[src/mcdp_pkg.sv]
// Contract
// - Invert memory byte in place, zero flag only.
// - Inverted memory byte to accumulator, zero only.
// - Low nibble plus six if above nine or nibble carry.
// - High nibble plus six if above nine or carry.
// - Adjusted value to memory, only carry may change.
// - Decrement memory byte to memory or accumulator, zero.
// - Increment memory byte to memory or accumulator, zero.
// - Sleep: stop, clear watchdog, set sleep, clear expired.
// - Jump loads address, two cycles, no flags.
// - Moves alter no status flag.
// - No-operation changes nothing, execution proceeds.
// - OR into accumulator or memory, zero flag only.
// - Return pops program counter, no flags.
// - Return with value also loads accumulator.
// - Interrupt return pops, enables interrupts, pending serviced.
// - Rotate left, bit seven into bit zero.
// - Rotate left through carry.
// - Rotate right, bit zero into bit seven.
// - Rotate right through carry.
// - Accumulator minus memory minus inverted carry.
// - Carry clear if negative, set otherwise.
// - Subtract updates overflow, zero, nibble carry, carry.
package mcdp_pkg;
   localparam int        DATA_W      = 8;
   localparam int        PC_W        = 13;
   localparam int        STACK_DEPTH = 8;
   localparam logic [3:0] NIB_LIMIT  = 4'h9;
   localparam logic [7:0] ADJ_LOW    = 8'h06;
   localparam logic [7:0] ADJ_HIGH   = 8'h60;
   localparam logic [7:0] ADJ_NONE   = 8'h00;
   localparam logic [7:0] BYTE_ONE   = 8'h01;
   localparam logic [7:0] ACC_RST    = 8'h00;
   localparam logic [12:0] PC_RST    = 13'h0000;
   localparam logic [12:0] PC_STEP   = 13'h0001;

   typedef enum logic [4:0] {
      OP_NOP, OP_INV_MEM, OP_INV_ACC, OP_DEC_ADJUST, OP_DECR_MEM, OP_DECR_ACC,
      OP_INCR_MEM, OP_INCR_ACC, OP_JUMP, OP_MOVE_M2A, OP_MOVE_I2A, OP_MOVE_A2M,
      OP_OR_MEM, OP_OR_IMM, OP_OR_TO_MEM, OP_SUB_RETURN, OP_RETURN_VAL,
      OP_IRQ_RETURN, OP_ROL_MEM, OP_ROL_ACC, OP_ROLC_MEM, OP_ROLC_ACC,
      OP_ROR_MEM, OP_ROR_ACC, OP_RORC_MEM, OP_RORC_ACC, OP_SUB_BORROW, OP_SLEEP
   } mcdp_op_t;

   typedef enum logic [1:0] {ST_RUN, ST_DUMMY, ST_SLEEP} mcdp_state_t;
endpackage

[src/mcdp_core.sv]
`timescale 1ns/1ps
module mcdp_core
   import mcdp_pkg::*;
#(
   parameter int DEPTH = STACK_DEPTH
) (
   input  wire logic            clk,
   input  wire logic            nrst,
   input  wire logic            instValid,
   input  wire mcdp_op_t        instOp,
   input  wire logic [7:0]      instImm,
   input  wire logic [PC_W-1:0] instAddr,
   input  wire logic [7:0]      memRdData,
   input  wire logic            callPush,
   input  wire logic [PC_W-1:0] callAddr,
   input  wire logic            irqPending,
   input  wire logic            wakeUp,
   input  wire logic            watchdogTimeout,
   input  wire logic            watchdogFlagClr,
   output logic                 instReady,
   output logic [7:0]           accOut,
   output logic [PC_W-1:0]      pcOut,
   output logic                 pcLoad,
   output logic                 memWrEn,
   output logic [7:0]           memWrData,
   output logic                 zeroFlag,
   output logic                 carryFlag,
   output logic                 nibbleCarryFlag,
   output logic                 overflowFlag,
   output logic                 globalIrqEnable,
   output logic                 irqService,
   output logic                 sleepEnteredFlag,
   output logic                 watchdogExpiredFlag,
   output logic                 watchdogClear,
   output logic                 clockStop
);
   mcdp_state_t     stateQ;
   mcdp_state_t     stateD;
   logic [7:0]      accQ;
   logic [PC_W-1:0] pcQ;
   logic            zeroQ;
   logic            carryQ;
   logic            nibQ;
   logic            ovQ;
   logic            irqEnQ;
   logic            sleepQ;
   logic            expiredQ;
   logic            wdClrQ;
   logic            memWrEnQ;
   logic [7:0]      memWrDataQ;
   logic            pcLoadQ;
   logic            irqSvcQ;
   logic            retiPendQ;
   logic            readyQ;
   logic            stopQ;

   logic            accept;
   logic            isReturn;
   logic            isBranch;
   logic [PC_W-1:0] stackTop;
   logic [7:0]      aluRes;
   logic            wrAcc;
   logic            wrMem;
   logic            updZero;
   logic            updCarry;
   logic            carryVal;
   logic            updNib;
   logic            nibVal;
   logic            updOv;
   logic            ovVal;

   // Instructions are only taken while running; dummy and sleep cycles refuse them.
   assign accept   = instValid && (stateQ == ST_RUN);
   assign isReturn = (instOp == OP_SUB_RETURN) || (instOp == OP_RETURN_VAL) ||
                     (instOp == OP_IRQ_RETURN);
   assign isBranch = isReturn || (instOp == OP_JUMP);

   mcdp_alu u_alu (
      .op       (instOp),
      .acc      (accQ),
      .mem      (memRdData),
      .imm      (instImm),
      .carry    (carryQ),
      .nibCarry (nibQ),
      .result   (aluRes),
      .wrAcc    (wrAcc),
      .wrMem    (wrMem),
      .updZero  (updZero),
      .updCarry (updCarry),
      .carryVal (carryVal),
      .updNib   (updNib),
      .nibVal   (nibVal),
      .updOv    (updOv),
      .ovVal    (ovVal)
   );

   mcdp_pc_stack #(
      .DEPTH (DEPTH),
      .W     (PC_W)
   ) u_stack (
      .clk      (clk),
      .nrst     (nrst),
      .push     (callPush && !(accept && isReturn)),
      .pushData (callAddr),
      .pop      (accept && isReturn),
      .topData  (stackTop)
   );

   always_comb begin
      stateD = stateQ;
      case (stateQ)
         ST_RUN: begin
            if (accept && isBranch) begin
               stateD = ST_DUMMY;
            end else if (accept && instOp == OP_SLEEP) begin
               stateD = ST_SLEEP;
            end
         end
         ST_DUMMY: stateD = ST_RUN;
         ST_SLEEP: begin
            if (wakeUp) begin
               stateD = ST_RUN;
            end
         end
         default: stateD = ST_RUN;
      endcase
   end

   always_ff @(posedge clk or negedge nrst) begin
      if (!nrst) begin
         stateQ <= ST_RUN;
         readyQ <= 1'b1;
         stopQ  <= 1'b0;
      end else begin
         stateQ <= stateD;
         readyQ <= (stateD == ST_RUN);
         stopQ  <= (stateD == ST_SLEEP);
      end
   end

   // Accumulator and memory are retained through sleep since nothing is accepted there.
   always_ff @(posedge clk or negedge nrst) begin
      if (!nrst) begin
         accQ <= ACC_RST;
      end else if (accept && wrAcc) begin
         accQ <= aluRes;
      end
   end

   always_ff @(posedge clk or negedge nrst) begin
      if (!nrst) begin
         memWrEnQ   <= 1'b0;
         memWrDataQ <= ACC_RST;
      end else begin
         memWrEnQ <= accept && wrMem;
         if (accept && wrMem) begin
            memWrDataQ <= aluRes;
         end
      end
   end

   always_ff @(posedge clk or negedge nrst) begin
      if (!nrst) begin
         zeroQ  <= 1'b0;
         carryQ <= 1'b0;
         nibQ   <= 1'b0;
         ovQ    <= 1'b0;
      end else if (accept) begin
         if (updZero) begin
            zeroQ <= (aluRes == ADJ_NONE);
         end
         if (updCarry) begin
            carryQ <= carryVal;
         end
         if (updNib) begin
            nibQ <= nibVal;
         end
         if (updOv) begin
            ovQ <= ovVal;
         end
      end
   end

   // The dummy cycle after a branch shows the new counter with a load strobe to fetch.
   always_ff @(posedge clk or negedge nrst) begin
      if (!nrst) begin
         pcQ     <= PC_RST;
         pcLoadQ <= 1'b0;
      end else begin
         pcLoadQ <= accept && isBranch;
         if (accept) begin
            if (instOp == OP_JUMP) begin
               pcQ <= instAddr;
            end else if (isReturn) begin
               pcQ <= stackTop;
            end else begin
               pcQ <= pcQ + PC_STEP;
            end
         end
      end
   end

   always_ff @(posedge clk or negedge nrst) begin
      if (!nrst) begin
         irqEnQ    <= 1'b0;
         retiPendQ <= 1'b0;
         irqSvcQ   <= 1'b0;
      end else begin
         if (accept && instOp == OP_IRQ_RETURN) begin
            irqEnQ <= 1'b1;
         end
         retiPendQ <= accept && (instOp == OP_IRQ_RETURN);
         // A request already waiting is handed to the vector logic right after the return.
         irqSvcQ   <= retiPendQ && irqPending && irqEnQ;
      end
   end

   // A timeout in the same cycle as a clear or sleep entry wins, so it is never lost.
   always_ff @(posedge clk or negedge nrst) begin
      if (!nrst) begin
         sleepQ   <= 1'b0;
         expiredQ <= 1'b0;
         wdClrQ   <= 1'b0;
      end else begin
         wdClrQ <= accept && (instOp == OP_SLEEP);
         if (watchdogTimeout) begin
            expiredQ <= 1'b1;
         end else if (watchdogFlagClr || (accept && instOp == OP_SLEEP)) begin
            expiredQ <= 1'b0;
         end
         if (accept && instOp == OP_SLEEP) begin
            sleepQ <= 1'b1;
         end else if (watchdogFlagClr) begin
            sleepQ <= 1'b0;
         end
      end
   end

   assign instReady           = readyQ;
   assign accOut              = accQ;
   assign pcOut               = pcQ;
   assign pcLoad              = pcLoadQ;
   assign memWrEn             = memWrEnQ;
   assign memWrData           = memWrDataQ;
   assign zeroFlag            = zeroQ;
   assign carryFlag           = carryQ;
   assign nibbleCarryFlag     = nibQ;
   assign overflowFlag        = ovQ;
   assign globalIrqEnable     = irqEnQ;
   assign irqService          = irqSvcQ;
   assign sleepEnteredFlag    = sleepQ;
   assign watchdogExpiredFlag = expiredQ;
   assign watchdogClear       = wdClrQ;
   assign clockStop           = stopQ;
endmodule // mcdp_core

[src/mcdp_alu.sv]
`timescale 1ns/1ps
module mcdp_alu
   import mcdp_pkg::*;
(
   input  wire mcdp_op_t    op,
   input  wire logic [7:0]  acc,
   input  wire logic [7:0]  mem,
   input  wire logic [7:0]  imm,
   input  wire logic        carry,
   input  wire logic        nibCarry,
   output logic      [7:0]  result,
   output logic             wrAcc,
   output logic             wrMem,
   output logic             updZero,
   output logic             updCarry,
   output logic             carryVal,
   output logic             updNib,
   output logic             nibVal,
   output logic             updOv,
   output logic             ovVal
);
   logic [8:0] diff;
   logic [4:0] lowDiff;
   logic [8:0] adjSum;
   logic [7:0] addend;

   always_comb begin
      diff    = {1'b0, acc} - {1'b0, mem} - {8'h00, ~carry};
      lowDiff = {1'b0, acc[3:0]} - {1'b0, mem[3:0]} - {4'h0, ~carry};
      addend  = ADJ_NONE;
      if (acc[3:0] > NIB_LIMIT || nibCarry) addend = addend | ADJ_LOW;
      if (acc[7:4] > NIB_LIMIT || carry) addend = addend | ADJ_HIGH;
      adjSum  = {1'b0, acc} + {1'b0, addend};
   end

   always_comb begin
      result   = mem;
      wrAcc    = 1'b0;
      wrMem    = 1'b0;
      updZero  = 1'b0;
      updCarry = 1'b0;
      carryVal = carry;
      updNib   = 1'b0;
      nibVal   = nibCarry;
      updOv    = 1'b0;
      ovVal    = 1'b0;
      case (op)
         OP_INV_MEM:    begin result = ~mem; wrMem = 1'b1; updZero = 1'b1; end
         OP_INV_ACC:    begin result = ~mem; wrAcc = 1'b1; updZero = 1'b1; end
         OP_DEC_ADJUST: begin
            result   = adjSum[7:0];
            wrMem    = 1'b1;
            updCarry = 1'b1;
            carryVal = carry | adjSum[8];
         end
         OP_DECR_MEM:   begin result = mem - BYTE_ONE; wrMem = 1'b1; updZero = 1'b1; end
         OP_DECR_ACC:   begin result = mem - BYTE_ONE; wrAcc = 1'b1; updZero = 1'b1; end
         OP_INCR_MEM:   begin result = mem + BYTE_ONE; wrMem = 1'b1; updZero = 1'b1; end
         OP_INCR_ACC:   begin result = mem + BYTE_ONE; wrAcc = 1'b1; updZero = 1'b1; end
         OP_MOVE_M2A:   begin result = mem; wrAcc = 1'b1; end
         OP_MOVE_I2A,
         OP_RETURN_VAL: begin result = imm; wrAcc = 1'b1; end
         OP_MOVE_A2M:   begin result = acc; wrMem = 1'b1; end
         OP_OR_MEM:     begin result = acc | mem; wrAcc = 1'b1; updZero = 1'b1; end
         OP_OR_IMM:     begin result = acc | imm; wrAcc = 1'b1; updZero = 1'b1; end
         OP_OR_TO_MEM:  begin result = acc | mem; wrMem = 1'b1; updZero = 1'b1; end
         OP_ROL_MEM:    begin result = {mem[6:0], mem[7]}; wrMem = 1'b1; end
         OP_ROL_ACC:    begin result = {mem[6:0], mem[7]}; wrAcc = 1'b1; end
         OP_ROR_MEM:    begin result = {mem[0], mem[7:1]}; wrMem = 1'b1; end
         OP_ROR_ACC:    begin result = {mem[0], mem[7:1]}; wrAcc = 1'b1; end
         OP_ROLC_MEM, OP_ROLC_ACC: begin
            result   = {mem[6:0], carry};
            wrMem    = (op == OP_ROLC_MEM);
            wrAcc    = (op == OP_ROLC_ACC);
            updCarry = 1'b1;
            carryVal = mem[7];
         end
         OP_RORC_MEM, OP_RORC_ACC: begin
            result   = {carry, mem[7:1]};
            wrMem    = (op == OP_RORC_MEM);
            wrAcc    = (op == OP_RORC_ACC);
            updCarry = 1'b1;
            carryVal = mem[0];
         end
         OP_SUB_BORROW: begin
            result   = diff[7:0];
            wrAcc    = 1'b1;
            updZero  = 1'b1;
            updCarry = 1'b1;
            carryVal = ~diff[8];
            updNib   = 1'b1;
            nibVal   = ~lowDiff[4];
            updOv    = 1'b1;
            ovVal    = (acc[7] != mem[7]) && (diff[7] != acc[7]);
         end
         default:       begin result = mem; end
      endcase
   end
endmodule // mcdp_alu

[src/mcdp_pc_stack.sv]
`timescale 1ns/1ps
module mcdp_pc_stack #(
   parameter int DEPTH = 8,
   parameter int W     = 13
) (
   input  wire logic         clk,
   input  wire logic         nrst,
   input  wire logic         push,
   input  wire logic [W-1:0] pushData,
   input  wire logic         pop,
   output logic      [W-1:0] topData
);
   localparam int PW = $clog2(DEPTH);
   logic [W-1:0]  slots [DEPTH];
   logic [PW-1:0] ptrQ;

   // The pointer wraps like a hardware return stack; overflow overwrites the oldest entry.
   always_ff @(posedge clk or negedge nrst) begin
      if (!nrst) begin
         ptrQ <= '0;
      end else if (push) begin
         ptrQ <= ptrQ + 1'b1;
      end else if (pop) begin
         ptrQ <= ptrQ - 1'b1;
      end
   end

   always_ff @(posedge clk) begin
      if (push) begin
         slots[ptrQ] <= pushData;
      end
   end

   assign topData = slots[ptrQ - 1'b1];
endmodule // mcdp_pc_stack

[config.mk]
export PLATFORM = sky130hd
export DESIGN_NAME = mcdp_core
export DESIGN_NICKNAME = d
export VERILOG_FILES = /design/src/mcdp_pkg.sv /design/src/mcdp_core.sv /design/src/mcdp_alu.sv /design/src/mcdp_pc_stack.sv
export SDC_FILE = /design/constraint.sdc
export NUM_CORES = 1
export LEC_CHECK = 0
export ABC_AREA = 1
export BUFFER_PORTS_ARGS = -buffer_cell sky130_fd_sc_hd__buf_2
export CORE_MARGIN = 10
export CORE_UTILIZATION = 35
export CTS_CLUSTER_SIZE = 10
export DETAILED_ROUTE_END_ITERATION = 8
export GPL_TIMING_DRIVEN = 0
export PLACE_DENSITY_LB_ADDON = 0.05
export SYNTH_ARGS = -nofsm -noshare
export SYNTH_HDL_FRONTEND = slang
export SYNTH_HIERARCHICAL = 1
export SYNTH_SLANG_ARGS = --single-unit
[constraint.sdc]
create_clock -name clk -period 2.7 [get_ports clk]
set_input_delay 0.135 -clock clk [delete_from_list [all_inputs] [get_ports clk]]
set_output_delay 0.135 -clock clk [all_outputs]
set_load 0.02 [all_outputs]
==> results of run 1 <==
## what timing repair did
action,CTS,global route
pin swaps,6,12
hold buffers,23,0
setup buffers,5,10
gates resized for setup,24,30
setup endpoints to repair,39,22
endpoints found under the hold margin,154,0
## power groups by stage
stage | sequential [uW] | combinational, uW | clock (uW)
5_1_grt | 3230 | 5700 | 2560
3_3_place_gp | 3270 | 4720 | 0
6_report | 3200 | 5080 | 2400
3_5_place_dp | 3260 | 4740 | 0
4_1_cts | 3190 | 4950 | 2470
2_1_floorplan | 3350 | 2910 | 0
## worst max-delay path by stage
| stage | startpoint | to | slack [ns] |
|---|---|---|---|
| after floorplan | accOut[3]$_DFFE_PN0P_ | zeroFlag$_DFFE_PN0P_ | 0.04 |
| after global placement | instOp[2] | u_stack/slots[1][6]$_DFFE_PP_ | -0.49 |
| after detailed placement | instOp[2] | u_stack/slots[5][3]$_DFFE_PP_ | -0.41 |
| after CTS | accOut[4]$_DFFE_PN0P_ | zeroFlag$_DFFE_PN0P_ | 0.03 |
| after global routing | accOut[2]$_DFFE_PN0P_ | zeroFlag$_DFFE_PN0P_ | -0.16 |
| final | accOut[0]$_DFFE_PN0P_ | zeroFlag$_DFFE_PN0P_ | 0.03 |
## worst reg2reg max path, delay by kind of cell (launching register included)
kind                       cells  cell delay [ns]
AOI/OAI and AO/OA              4             0.49
and+or+nand+nor                6             0.63
buffers and inverters          4             0.34
DFF                            1             0.40
adders and majority gates      2             0.72
## layout make-up
class | instances | share of cell area [%]
flip-flops and latches | 152 | 38.0
repair buffers | 137 | 7.52
inverters | 236 | 7.88
well taps | 335 | 3.68
clock inverters | 15 | 1.60
multi-input cells | 822 | 35.7
plain buffers | 30 | 1.83
clock buffers | 17 | 3.73
## kinds of logic (layout without fill, tap and decap cells)
kind of cell    after synthesis  after routing  synth area share, %
simple gates                680            680                 31.2
buf+inv                     267            435                 11.7
flops                       152            152                 46.2
compound gates              109            109                 6.46
fa+ha+maj                    26             26                 3.72
xor+xnor                      7              7                0.736
## cell usage in the layout, fill, tap and decap left out, types with 18 or more instances in the layout
cell	n
nand2_1	418
inv_1	222
nand3_1	118
buf_2	107
edfxtp_1	104
nor2_1	75
dfrtp_1	39
o21ai_0	38
buf_4	24
dlygate4sd3_1	23
a21oi_1	21
ha_1	20
o21ai_1	19
nor2_2	18
## metal layers
layer,share of wire (%),wire length [um]
met5,0,0
met4,1.5,421
met3,4.0,1160
met2,48,13900
met1,47,13500
## flip-flops by register name, summed over array words and instances, names as in the netlist, 2 cells and up
| name | cells |
|---|---|
| u_stack/slots | 104 |
| pcOut | 13 |
| accOut | 8 |
| memWrData | 8 |
| u_stack/ptrQ | 3 |
| stateQ | 2 |
## per-stage QoR
step / area [um2] / cells / setup TNS, ns / utilization [%] / power (uW)
after CTS: 11200 / 1735 / 0 / 42.9 / 10600
after global routing: 11400 / 1744 / -0.295 / 43.5 / 11500
after floorplan: 9360 / 1241 / 0 / - / 6260
final: 11400 / 1744 / 0 / 43.5 / 10700
after detailed placement: 10300 / 1675 / -9.94 / 39.3 / 8000
after global placement: 10300 / 1672 / -42.07 / 39.1 / 7990
==> metrics.md, run 1 <==
| Metric | Value |
|---|---|
| Outcome | `finished, final reports clean` |
| Post-Route Hold Slack | `0.0206 ns` |
| Share of the clock period used by the worst path after layout | `98.8%` |
| Met2 global-route usage | `28.7%` |
| Routed len/inst | `16.6 um` |
| Data required time of the critical path | `3.02 ns` |
| Antenna diode instance count | `0` |
| Clock power share | `22.5%` |
| Number of I/O pins | `97` |
| Kind of start point of the critical path | `flip-flop` |
| Comb power frac | `47.6%` |
| Post-DRT Antenna Nets | `0` |
| Nets@finish | `1,477` |
| Clock transition at the registers of the reported paths | `0.07 ns` |
| Leading cell type by number of instances after synthesis | `nand2_1` |
| Slew margin rel. | `22.5%` |
| Final HPWL DP | `21,200 um` |
| Pre-Repair DR Iteration Count | `5` |
| Critical path class | `reg -> reg` |
| Maximum frequency from static timing analysis | `375 MHz` |
| Worst-path fanout max | `3` |
| Number of core rows | `59` |
| Series of cell instances along the critical path | `inv_2, fa_1, inv_1, ha_2, or2_4, nand2_2, nand2_4, buf_4, a21oi_2, o21ai_2, nand3_1, nor2_1, a21oi_2, inv_2, nand4_1, o31ai_1` |
| Number of global-route vias before repair | `7,860` |
| Number of register bits inferred by synthesis | `152` |
| Vias after detailed routing | `8,228` |
| Number of warnings printed during yosys synthesis | `6` |
| Total clock sinks | `152` |
| DRT Wirelength | `29,000 um` |
| GR Util met1 | `22.7%` |
| Actual transition at the worst max-transition pin | `1.16 ns` |
| Worst path bufs/invs | `4` |
| Cell count after synthesis | `1,241` |
| Switch share | `45.8%` |
| Die W | `183 um` |
| Clk_skew | `0.0111 ns` |
| Max Slew Vio Count | `0` |
| Syn Area/Cell | `7.54 um2` |
| Starting Density | `35.7%` |
| Met3 track utilization from global routing | `2.69%` |
| Power density cells | `936 nW/um2` |
| Last weighted congestion value of the routability-driven placer | `0.886` |
| Number of flops mapped to enable cells by yosys | `104` |
| Int Power | `5790 uW` |
| Number of endpoints with negative hold slack in the final report | `0` |
| Cell taking the most area after synthesis | `edfxtp_1` |
| Pin count of the biggest net entering global routing | `49` |
| Proportion of register bits with asynchronous set or reset after synthesis | `31.6%` |
| Stages on worst setup path | `16` |
| Number of antenna violations at the first check in global routing | `0` |
| Worst setup slack before clock tree synthesis | `-0.414 ns` |
| Maxcap violations | `0` |
| Worst Hold Path Cells | `5` |
| CTS H-tree depth | `4` |
| Crit. End Element | `flip-flop` |
| Net count after synthesis | `1,322` |
| Seq/Total Area, Yosys | `46.2%` |
| Via-per-instance ratio | `4.72` |
| Clock network latency to the later pin of the worst-skew pair | `0.43 ns` |
| Cell family with most CP delay | `adder cells` |
| Top cells by area in the synthesized netlist | `edfxtp_1 33%, nand2_1 17%, dfrtp_1 13%, inv_1 9.1%, nand3_1 6.4%` |
| DRC violation count after routing | `0` |
| Leading cell types by count after synthesis | `422 x nand2_1, 226 x inv_1, 120 x nand3_1` |
| Gr busiest metal | `met2` |
| RSZ-0062 raised after global routing | `true` |
| IR Drop Worst-Case VDD | `410 uV` |
| Die height | `183 um` |
| Overflow left after global routing | `0` |
| Final setup margin | `0.0321 ns` |
| Register cell area after layout | `4340 um2` |
| Reg2Reg Setup Slack | `0.03 ns` |
| Fillcell total | `2,691` |
| Proportion of layout cells with a drive suffix above 1 | `18.4%` |
| Number of cells on the worst reg-to-reg path | `16` |
| Inserted Clock Buffers | `17` |
| Critical R2R Launch | `accOut[0]$_DFFE_PN0P_` |
| Clock tree from TritonCTS | `built` |
| Multi-input combinational cell area | `4070 um2` |
| Hold wc startpoint | `instAddr[8]` |
| Reported net switching power | `4890 uW` |
| Core Footprint | `26,200 um2` |
| CP Data Arrival Time | `2.98 ns` |
| Worst-case clock buffer depth | `2` |
| Worst hold path class | `in -> reg` |
| CP peak stage delay | `0.56 ns` |
| Top-area cell type share of the netlist area | `33.4%` |
| First-pass GRT wire length | `44,900 um` |
| Part of the power in registers | `29.9%` |
| Die Area | `33,700 um2` |
| Mapped Area | `9360 um2` |
| Signed area change from the synthesized netlist to the final layout | `21.9%` |
| Hold Path Sink | `pcOut[8]$_DFFE_PN0P_` |
| Master of the slowest instance on the critical path | `fa_1` |
| Number of setup violations in the final report | `0` |
| Main flop type after synthesis | `edfxtp_1` |
| Post-layout minimum cycle time | `2.67 ns` |
| DRC marker count from the first detailed-route iteration | `511` |
| Reported leakage power | `0.00573 uW` |
| Number of buffers inserted by port buffering | `96` |
| GRT Overall Usage | `17.2%` |
| Capture point of the worst reg-to-reg path | `zeroFlag$_DFFE_PN0P_` |
| Count of cell types in the netlist | `43` |
| Root buffer selected by CTS | `clkbuf_16` |
Note: power is estimated with default switching activity, not from simulation.
==> inputs of run 2 (changes only) <==
Settings changed: CELL_PAD_IN_SITES_DETAIL_PLACEMENT set to 0, CELL_PAD_IN_SITES_GLOBAL_PLACEMENT set to 1.
==> run 2 against run 1 <==
Sequential power barely moved. Via count shrank 0.77%. Hold slack worse by 0.015 ns. Core utilization fell by 0.35 points. Die area did not move. Critical path depth increased by 2. Clock power is 4% higher. Non-clock buffer count decreased by 10. Maximum frequency shrank 0.59%. Combinational power fell by 1%. Largest cell class unchanged. Largest power group unchanged.
==> metrics.md, run 2 (synthesized netlist as in run 1, its figures left out) <==
| Metric | Value |
|---|---|
| Outcome | `finished, final reports clean` |
| Critical path class | `reg -> reg` |
| Antenna diode instance count | `0` |
| Inserted Clock Buffers | `17` |
| Routed len/inst | `17.0 um` |
| Worst-case clock buffer depth | `2` |
| Overflow left after global routing | `0` |
| Post-DRT Antenna Nets | `0` |
| Most frequent standard cell in the layout excluding fill and tap cells | `nand2_1` |
| Number of antenna violations at the first check in global routing | `0` |
| Power density cells | `947 nW/um2` |
| Kind of start point of the critical path | `flip-flop` |
| Pre-Repair DR Iteration Count | `5` |
| Number of setup violations in the final report | `0` |
| CP Data Arrival Time | `3.03 ns` |
| Number of endpoints with negative hold slack in the final report | `0` |
| Proportion of layout cells with a drive suffix above 1 | `18.1%` |
| DRT Wirelength | `29,400 um` |
| Worst-path fanout max | `3` |
| Fillcell total | `2,734` |
| RSZ-0062 raised after global routing | `true` |
| GRT Overall Usage | `17.5%` |
| Worst Hold Path Cells | `5` |
| Crit. End Element | `flip-flop` |
| Number of global-route vias before repair | `7,840` |
| Final HPWL DP | `21,700 um` |
| Die W | `183 um` |
| Number of cells on the worst reg-to-reg path | `18` |
| Via-per-instance ratio | `4.71` |
| DRC violation count after routing | `0` |
| Reg2Reg Setup Slack | `0.02 ns` |
| Highest-count cells in the layout ignoring fill and taps | `418 x nand2_1, 219 x inv_1, 118 x nand3_1, 106 x buf_2, 104 x edfxtp_1` |
| Total clock sinks | `152` |
| Starting Density | `35.7%` |
| IR Drop Worst-Case VDD | `473 uV` |
| Cell Area, Placed | `10,300 um2` |
| Slew margin rel. | `23.0%` |
| Die height | `183 um` |
| Non-Filler Instances | `1,734` |
| Max Slew Vio Count | `0` |
| Last weighted congestion value of the routability-driven placer | `0.861` |
| Actual transition at the worst max-transition pin | `1.16 ns` |
| Largest register FFs | `104` |
| Maximum frequency from static timing analysis | `373 MHz` |
| Clock network latency to the later pin of the worst-skew pair | `0.43 ns` |
| Instance count after placement with tap cells included | `1,674` |
| Root buffer selected by CTS | `clkbuf_16` |
| Share of the clock period used by the worst path after layout | `99.4%` |
| Cell area after layout | `11,300 um2` |
| Reported leakage power | `0.00568 uW` |
| Worst hold path class | `in -> reg` |
| Clk_skew | `0.0177 ns` |
| Number of buffers inserted by port buffering | `96` |
| Vias after detailed routing | `8,165` |
| Die Area | `33,700 um2` |
| First-pass GRT wire length | `45,300 um` |
| Total negative setup slack | `0 ns` |
| Post-Route Hold Slack | `0.00532 ns` |
| DRC marker count from the first detailed-route iteration | `439` |
| Clock tree from TritonCTS | `built` |
| Clock transition at the registers of the reported paths | `0.07 ns` |
| Pin count of the biggest net entering global routing | `49` |
| Nets@finish | `1,467` |
| Maxcap violations | `0` |
| Signed area change from the synthesized netlist to the final layout | `20.9%` |
| Top register by number of flip-flops | `u_stack/slots` |
| Post-layout minimum cycle time | `2.68 ns` |
| Number of I/O pins | `97` |
| Data required time of the critical path | `3.04 ns` |
| Number of core rows | `59` |
| CTS H-tree depth | `4` |
| Core Footprint | `26,200 um2` |
[run 2: cell count changes in the layout (fill, tap and decap cells not counted), moves of 3 or more]
cell	previous run	this run
buf_4	24	16
dlygate4sd3_1	23	19
inv_2	11	14
inv_1	222	219
[run 2: what timing repair did]
action	in CTS	in global routing
setup buffers	7	2
pin swaps	7	13
hold buffers	19	0
resized for setup	22	31
endpoints found under the setup margin	23	20
hold endpoints to repair	140	0
[run 2: metrics by stage]
| stage | setup slack, ns | utilization, % | total power [uW] |
|---|---|---|---|
| 5_1_grt | -0.153 | 43.1 | 11500 |
| 4_1_cts | 0.00567 | 42.8 | 10700 |
| 2_1_floorplan | 0.0351 | - | 6260 |
| 3_5_place_dp | -0.390 | 39.3 | 8060 |
| 3_3_place_gp | -0.437 | 39.1 | 8030 |
| 6_report | 0.0162 | 43.1 | 10700 |
[run 2: path summary, 6_finish.rpt]
path | start | endpoint
max in group asynchronous | nrst | accOut[3]$_DFFE_PN0P_
setup / recovery | accOut[0]$_DFFE_PN0P_ | memWrData[7]$_DFFE_PN0P_
hold reg to reg | retiPendQ$_DFF_PN0_ | irqService$_DFF_PN0_
hold / removal | instAddr[7] | pcOut[7]$_DFFE_PN0P_
min in group asynchronous | nrst | watchdogClear$_DFF_PN0_
setup reg to reg | accOut[0]$_DFFE_PN0P_ | memWrData[7]$_DFFE_PN0P_
[run 2: layout make-up]
| class | instances | area [um2] | share of cell area, % |
|---|---|---|---|
| clock buffer | 17 | 425 | 3.76 |
| multi-input combinational | 822 | 4040 | 35.7 |
| clock inverter | 15 | 205 | 1.81 |
| sequential | 152 | 4330 | 38.3 |
| buffer | 31 | 224 | 1.98 |
| tap | 335 | 419 | 3.71 |
| inverter | 236 | 896 | 7.92 |
| timing repair buffer | 126 | 764 | 6.76 |
[run 2: routing by layer]
layer / part of all wire (%) / GRT usage (%)
met4: 1.1 / 3.51
met2: 49 / 30.3
met1: 46 / 22.6
met5: 0 / 0
met3: 3.8 / 2.71
[run 2: power breakdown]
part / leakage (uW) / total, uW / switching [uW] / internal (uW)
Sequential: 0.00154 / 3190 / 280 / 2910
Combinational: 0.00384 / 5030 / 3430 / 1600
Clock: 0.000298 / 2490 / 1140 / 1340
Total: 0.00568 / 10700 / 4860 / 5850
[run 2: critical path, stage by stage (launching register included)]
cell and delay, ns:
dfrtp_2 0.39, inv_2 0.05, fa_1 0.57, inv_1 0.06, ha_2 0.16, or2_4 0.24
nand2_2 0.08, nand2_4 0.06, nand4_1 0.10, buf_4 0.12, nand2_1 0.04, nand2_1 0.06
nand2_2 0.06, nor2_2 0.13, nor2_1 0.06, nand3_1 0.12, inv_2 0.06, buf_4 0.13
o21ai_1 0.13
==> inputs of run 3 (changes only) <==
Settings changed: PLACE_DENSITY_LB_ADDON 0.05 to 0.25.
==> run 3 against run 2 <==
Die area unchanged. Cell count is the same. Sequential power hardly changed. Critical endpoint is now zeroFlag$_DFFE_PN0P_.
==> metrics.md, run 3 (synthesized netlist as in run 1, its figures left out) <==
| Metric | Value |
|---|---|
| Outcome | `finished, final reports clean` |
| Clock tree from TritonCTS | `built` |
| Power density cells | `940 nW/um2` |
| RSZ-0062 raised after global routing | `true` |
| Critical path class | `reg -> reg` |
| Root buffer selected by CTS | `clkbuf_16` |
| Signed area change from the synthesized netlist to the final layout | `20.5%` |
| Die W | `183 um` |
| Pre-Repair DR Iteration Count | `5` |
| Last weighted congestion value of the routability-driven placer | `0.854` |
| First-pass GRT wire length | `44,600 um` |
| Via-per-instance ratio | `4.71` |
| CP Data Arrival Time | `3.03 ns` |
| DRC violation count after routing | `0` |
| GRT Overall Usage | `17.1%` |
| Antenna diode instance count | `0` |
| Proportion of layout cells with a drive suffix above 1 | `18.4%` |
| Final setup margin | `0.00683 ns` |
| Die height | `183 um` |
| Post-Route Hold Slack | `0.0163 ns` |
| Final HPWL DP | `20,500 um` |
| Share of the clock period used by the worst path after layout | `99.7%` |
| IR Drop Worst-Case VDD | `465 uV` |
| Nets@finish | `1,467` |
| Data required time of the critical path | `3.03 ns` |
| Number of antenna violations at the first check in global routing | `0` |
| Clk_skew | `0.00711 ns` |
| Crit. End Element | `flip-flop` |
| Worst path bufs/invs | `3` |
| Starting Density | `35.7%` |
| Die Area | `33,700 um2` |
| Number of I/O pins | `97` |
| DRC marker count from the first detailed-route iteration | `573` |
| Maximum frequency from static timing analysis | `371 MHz` |
| Clock network latency to the later pin of the worst-skew pair | `0.43 ns` |
| Kind of start point of the critical path | `flip-flop` |
| Worst-path fanout max | `3` |
| Total clock sinks | `152` |
| CP peak stage delay | `0.56 ns` |
| Cell family with most CP delay | `simple AND/OR/NAND/NOR gates` |
| Number of global-route vias before repair | `7,860` |
| Clock transition at the registers of the reported paths | `0.07 ns` |
| Inserted Clock Buffers | `17` |
| Max Slew Vio Count | `0` |
| Master of the slowest instance on the critical path | `fa_1` |
| Number of buffers inserted by port buffering | `96` |
| Routed len/inst | `16.4 um` |
| Most frequent standard cell in the layout excluding fill and tap cells | `nand2_1` |
| Pin count of the biggest net entering global routing | `49` |
| Reported leakage power | `0.00568 uW` |
| Overflow left after global routing | `0` |
| Post-layout minimum cycle time | `2.69 ns` |
| Highest-count cells in the layout ignoring fill and taps | `418 x nand2_1, 220 x inv_1, 116 x nand3_1, 107 x buf_2, 104 x edfxtp_1` |
| Worst-case clock buffer depth | `2` |
| Maxcap violations | `0` |
| Top register by number of flip-flops | `u_stack/slots` |
| Slew margin rel. | `26.5%` |
| Core Footprint | `26,200 um2` |
| DRT Wirelength | `28,400 um` |
| Number of core rows | `59` |
| Worst setup slack before clock tree synthesis | `-0.373 ns` |
| CTS H-tree depth | `4` |
| Number of endpoints with negative hold slack in the final report | `0` |
| Worst hold path class | `in -> reg` |
| Actual transition at the worst max-transition pin | `1.10 ns` |
| Series of cell instances along the critical path | `inv_2, fa_1, inv_1, ha_2, or2_4, nand2_2, nand2_4, nand4_1, nand3b_1, nand2_2, nor2_2, nor2_2, nand3_2, inv_2, nand4_1, o31ai_1` |
| Largest register FFs | `104` |
| Vias after detailed routing | `8,172` |
| Post-DRT Antenna Nets | `0` |
| Number of setup violations in the final report | `0` |
## run 3: cell types whose count changed in the layout (fill, tap and decap cells not counted), moves of 2 or more
cell / delta
nand3_2: +2
clkinv_2: +2
nand3_1: -2
inv_2: -2
clkinv_8: -6
inv_6: +4
ha_1: -2
nor2_1: -3
a21oi_2: -3
a21oi_1: +3
nor2_2: +3
## run 3: final cells by class
| type | count | area, um2 |
|---|---|---|
| Sequential cell | 152 | 4340 |
| Buffer | 31 | 225 |
| Inverter | 236 | 898 |
| Clock buffer | 17 | 425 |
| Tap cell | 335 | 419 |
| Timing Repair Buffer | 126 | 757 |
| Fill cell | 2659 | 14900 |
| Multi-Input combinational cell | 822 | 4060 |
| Clock inverter | 15 | 155 |
## run 3: worst reg2reg max path: stages (launching register included)
cell      delay [ns]
dfrtp_2         0.41
inv_2           0.05
fa_1            0.56
inv_1           0.05
ha_2            0.16
or2_4           0.23
nand2_2         0.07
nand2_4         0.06
nand4_1         0.10
nand3b_1        0.10
nand2_2         0.11
nor2_2          0.04
nor2_2          0.15
nand3_2         0.11
inv_2           0.07
nand4_1         0.07
o31ai_1         0.24
## run 3: timing repair
item,4_1_cts,5_1_grt
resized for setup,21,37
hold buffers,19,0
endpoints found under the hold margin,131,0
endpoints found under the setup margin,36,35
setup buffers,7,4
pin swaps,9,15
## run 3: final timing paths
check                           depth (start not counted)  slack, ns                        start                              end
worst max-delay path                                   16      0.007        accOut[0]$_DFFE_PN0P_             zeroFlag$_DFFE_PN0P_
worst min-delay path                                    5       0.02                  instAddr[8]             pcOut[8]$_DFFE_PN0P_
worst max register to register                         16      0.007        accOut[0]$_DFFE_PN0P_             zeroFlag$_DFFE_PN0P_
worst min register to register                          2       0.48  globalIrqEnable$_DFFE_PN0P_      globalIrqEnable$_DFFE_PN0P_
max in group asynchronous                               2       1.48                         nrst            accOut[2]$_DFFE_PN0P_
min in group asynchronous                               2       0.47                         nrst  watchdogExpiredFlag$_DFFE_PN0P_
## run 3: routing by layer
metal  part of all wire (%)  GRT usage, %
met4                    1.7          4.56
met3                    5.6          3.28
met2                     44          26.5
met5                      0             0
met1                     48          23.8
## run 3: report_power, final
part	internal, uW	switching [uW]
Sequential	2910	282
Combinational	1620	3420
Clock	1310	1070
## run 3: through the flow
stage | cell area (um2) | setup TNS [ns] | utilization [%] | power [uW] | std cells
CTS | 11100 | 0 | 42.5 | 10500 | 1730
floorplan | 9360 | 0 | - | 6260 | 1241
detailed placement | 10300 | -17.05 | 39.2 | 7910 | 1672
global route | 11300 | -0.213 | 43.0 | 11400 | 1734
global placement | 10300 | -33.84 | 39.1 | 7900 | 1672
finish | 11300 | 0 | 43.0 | 10600 | 1734
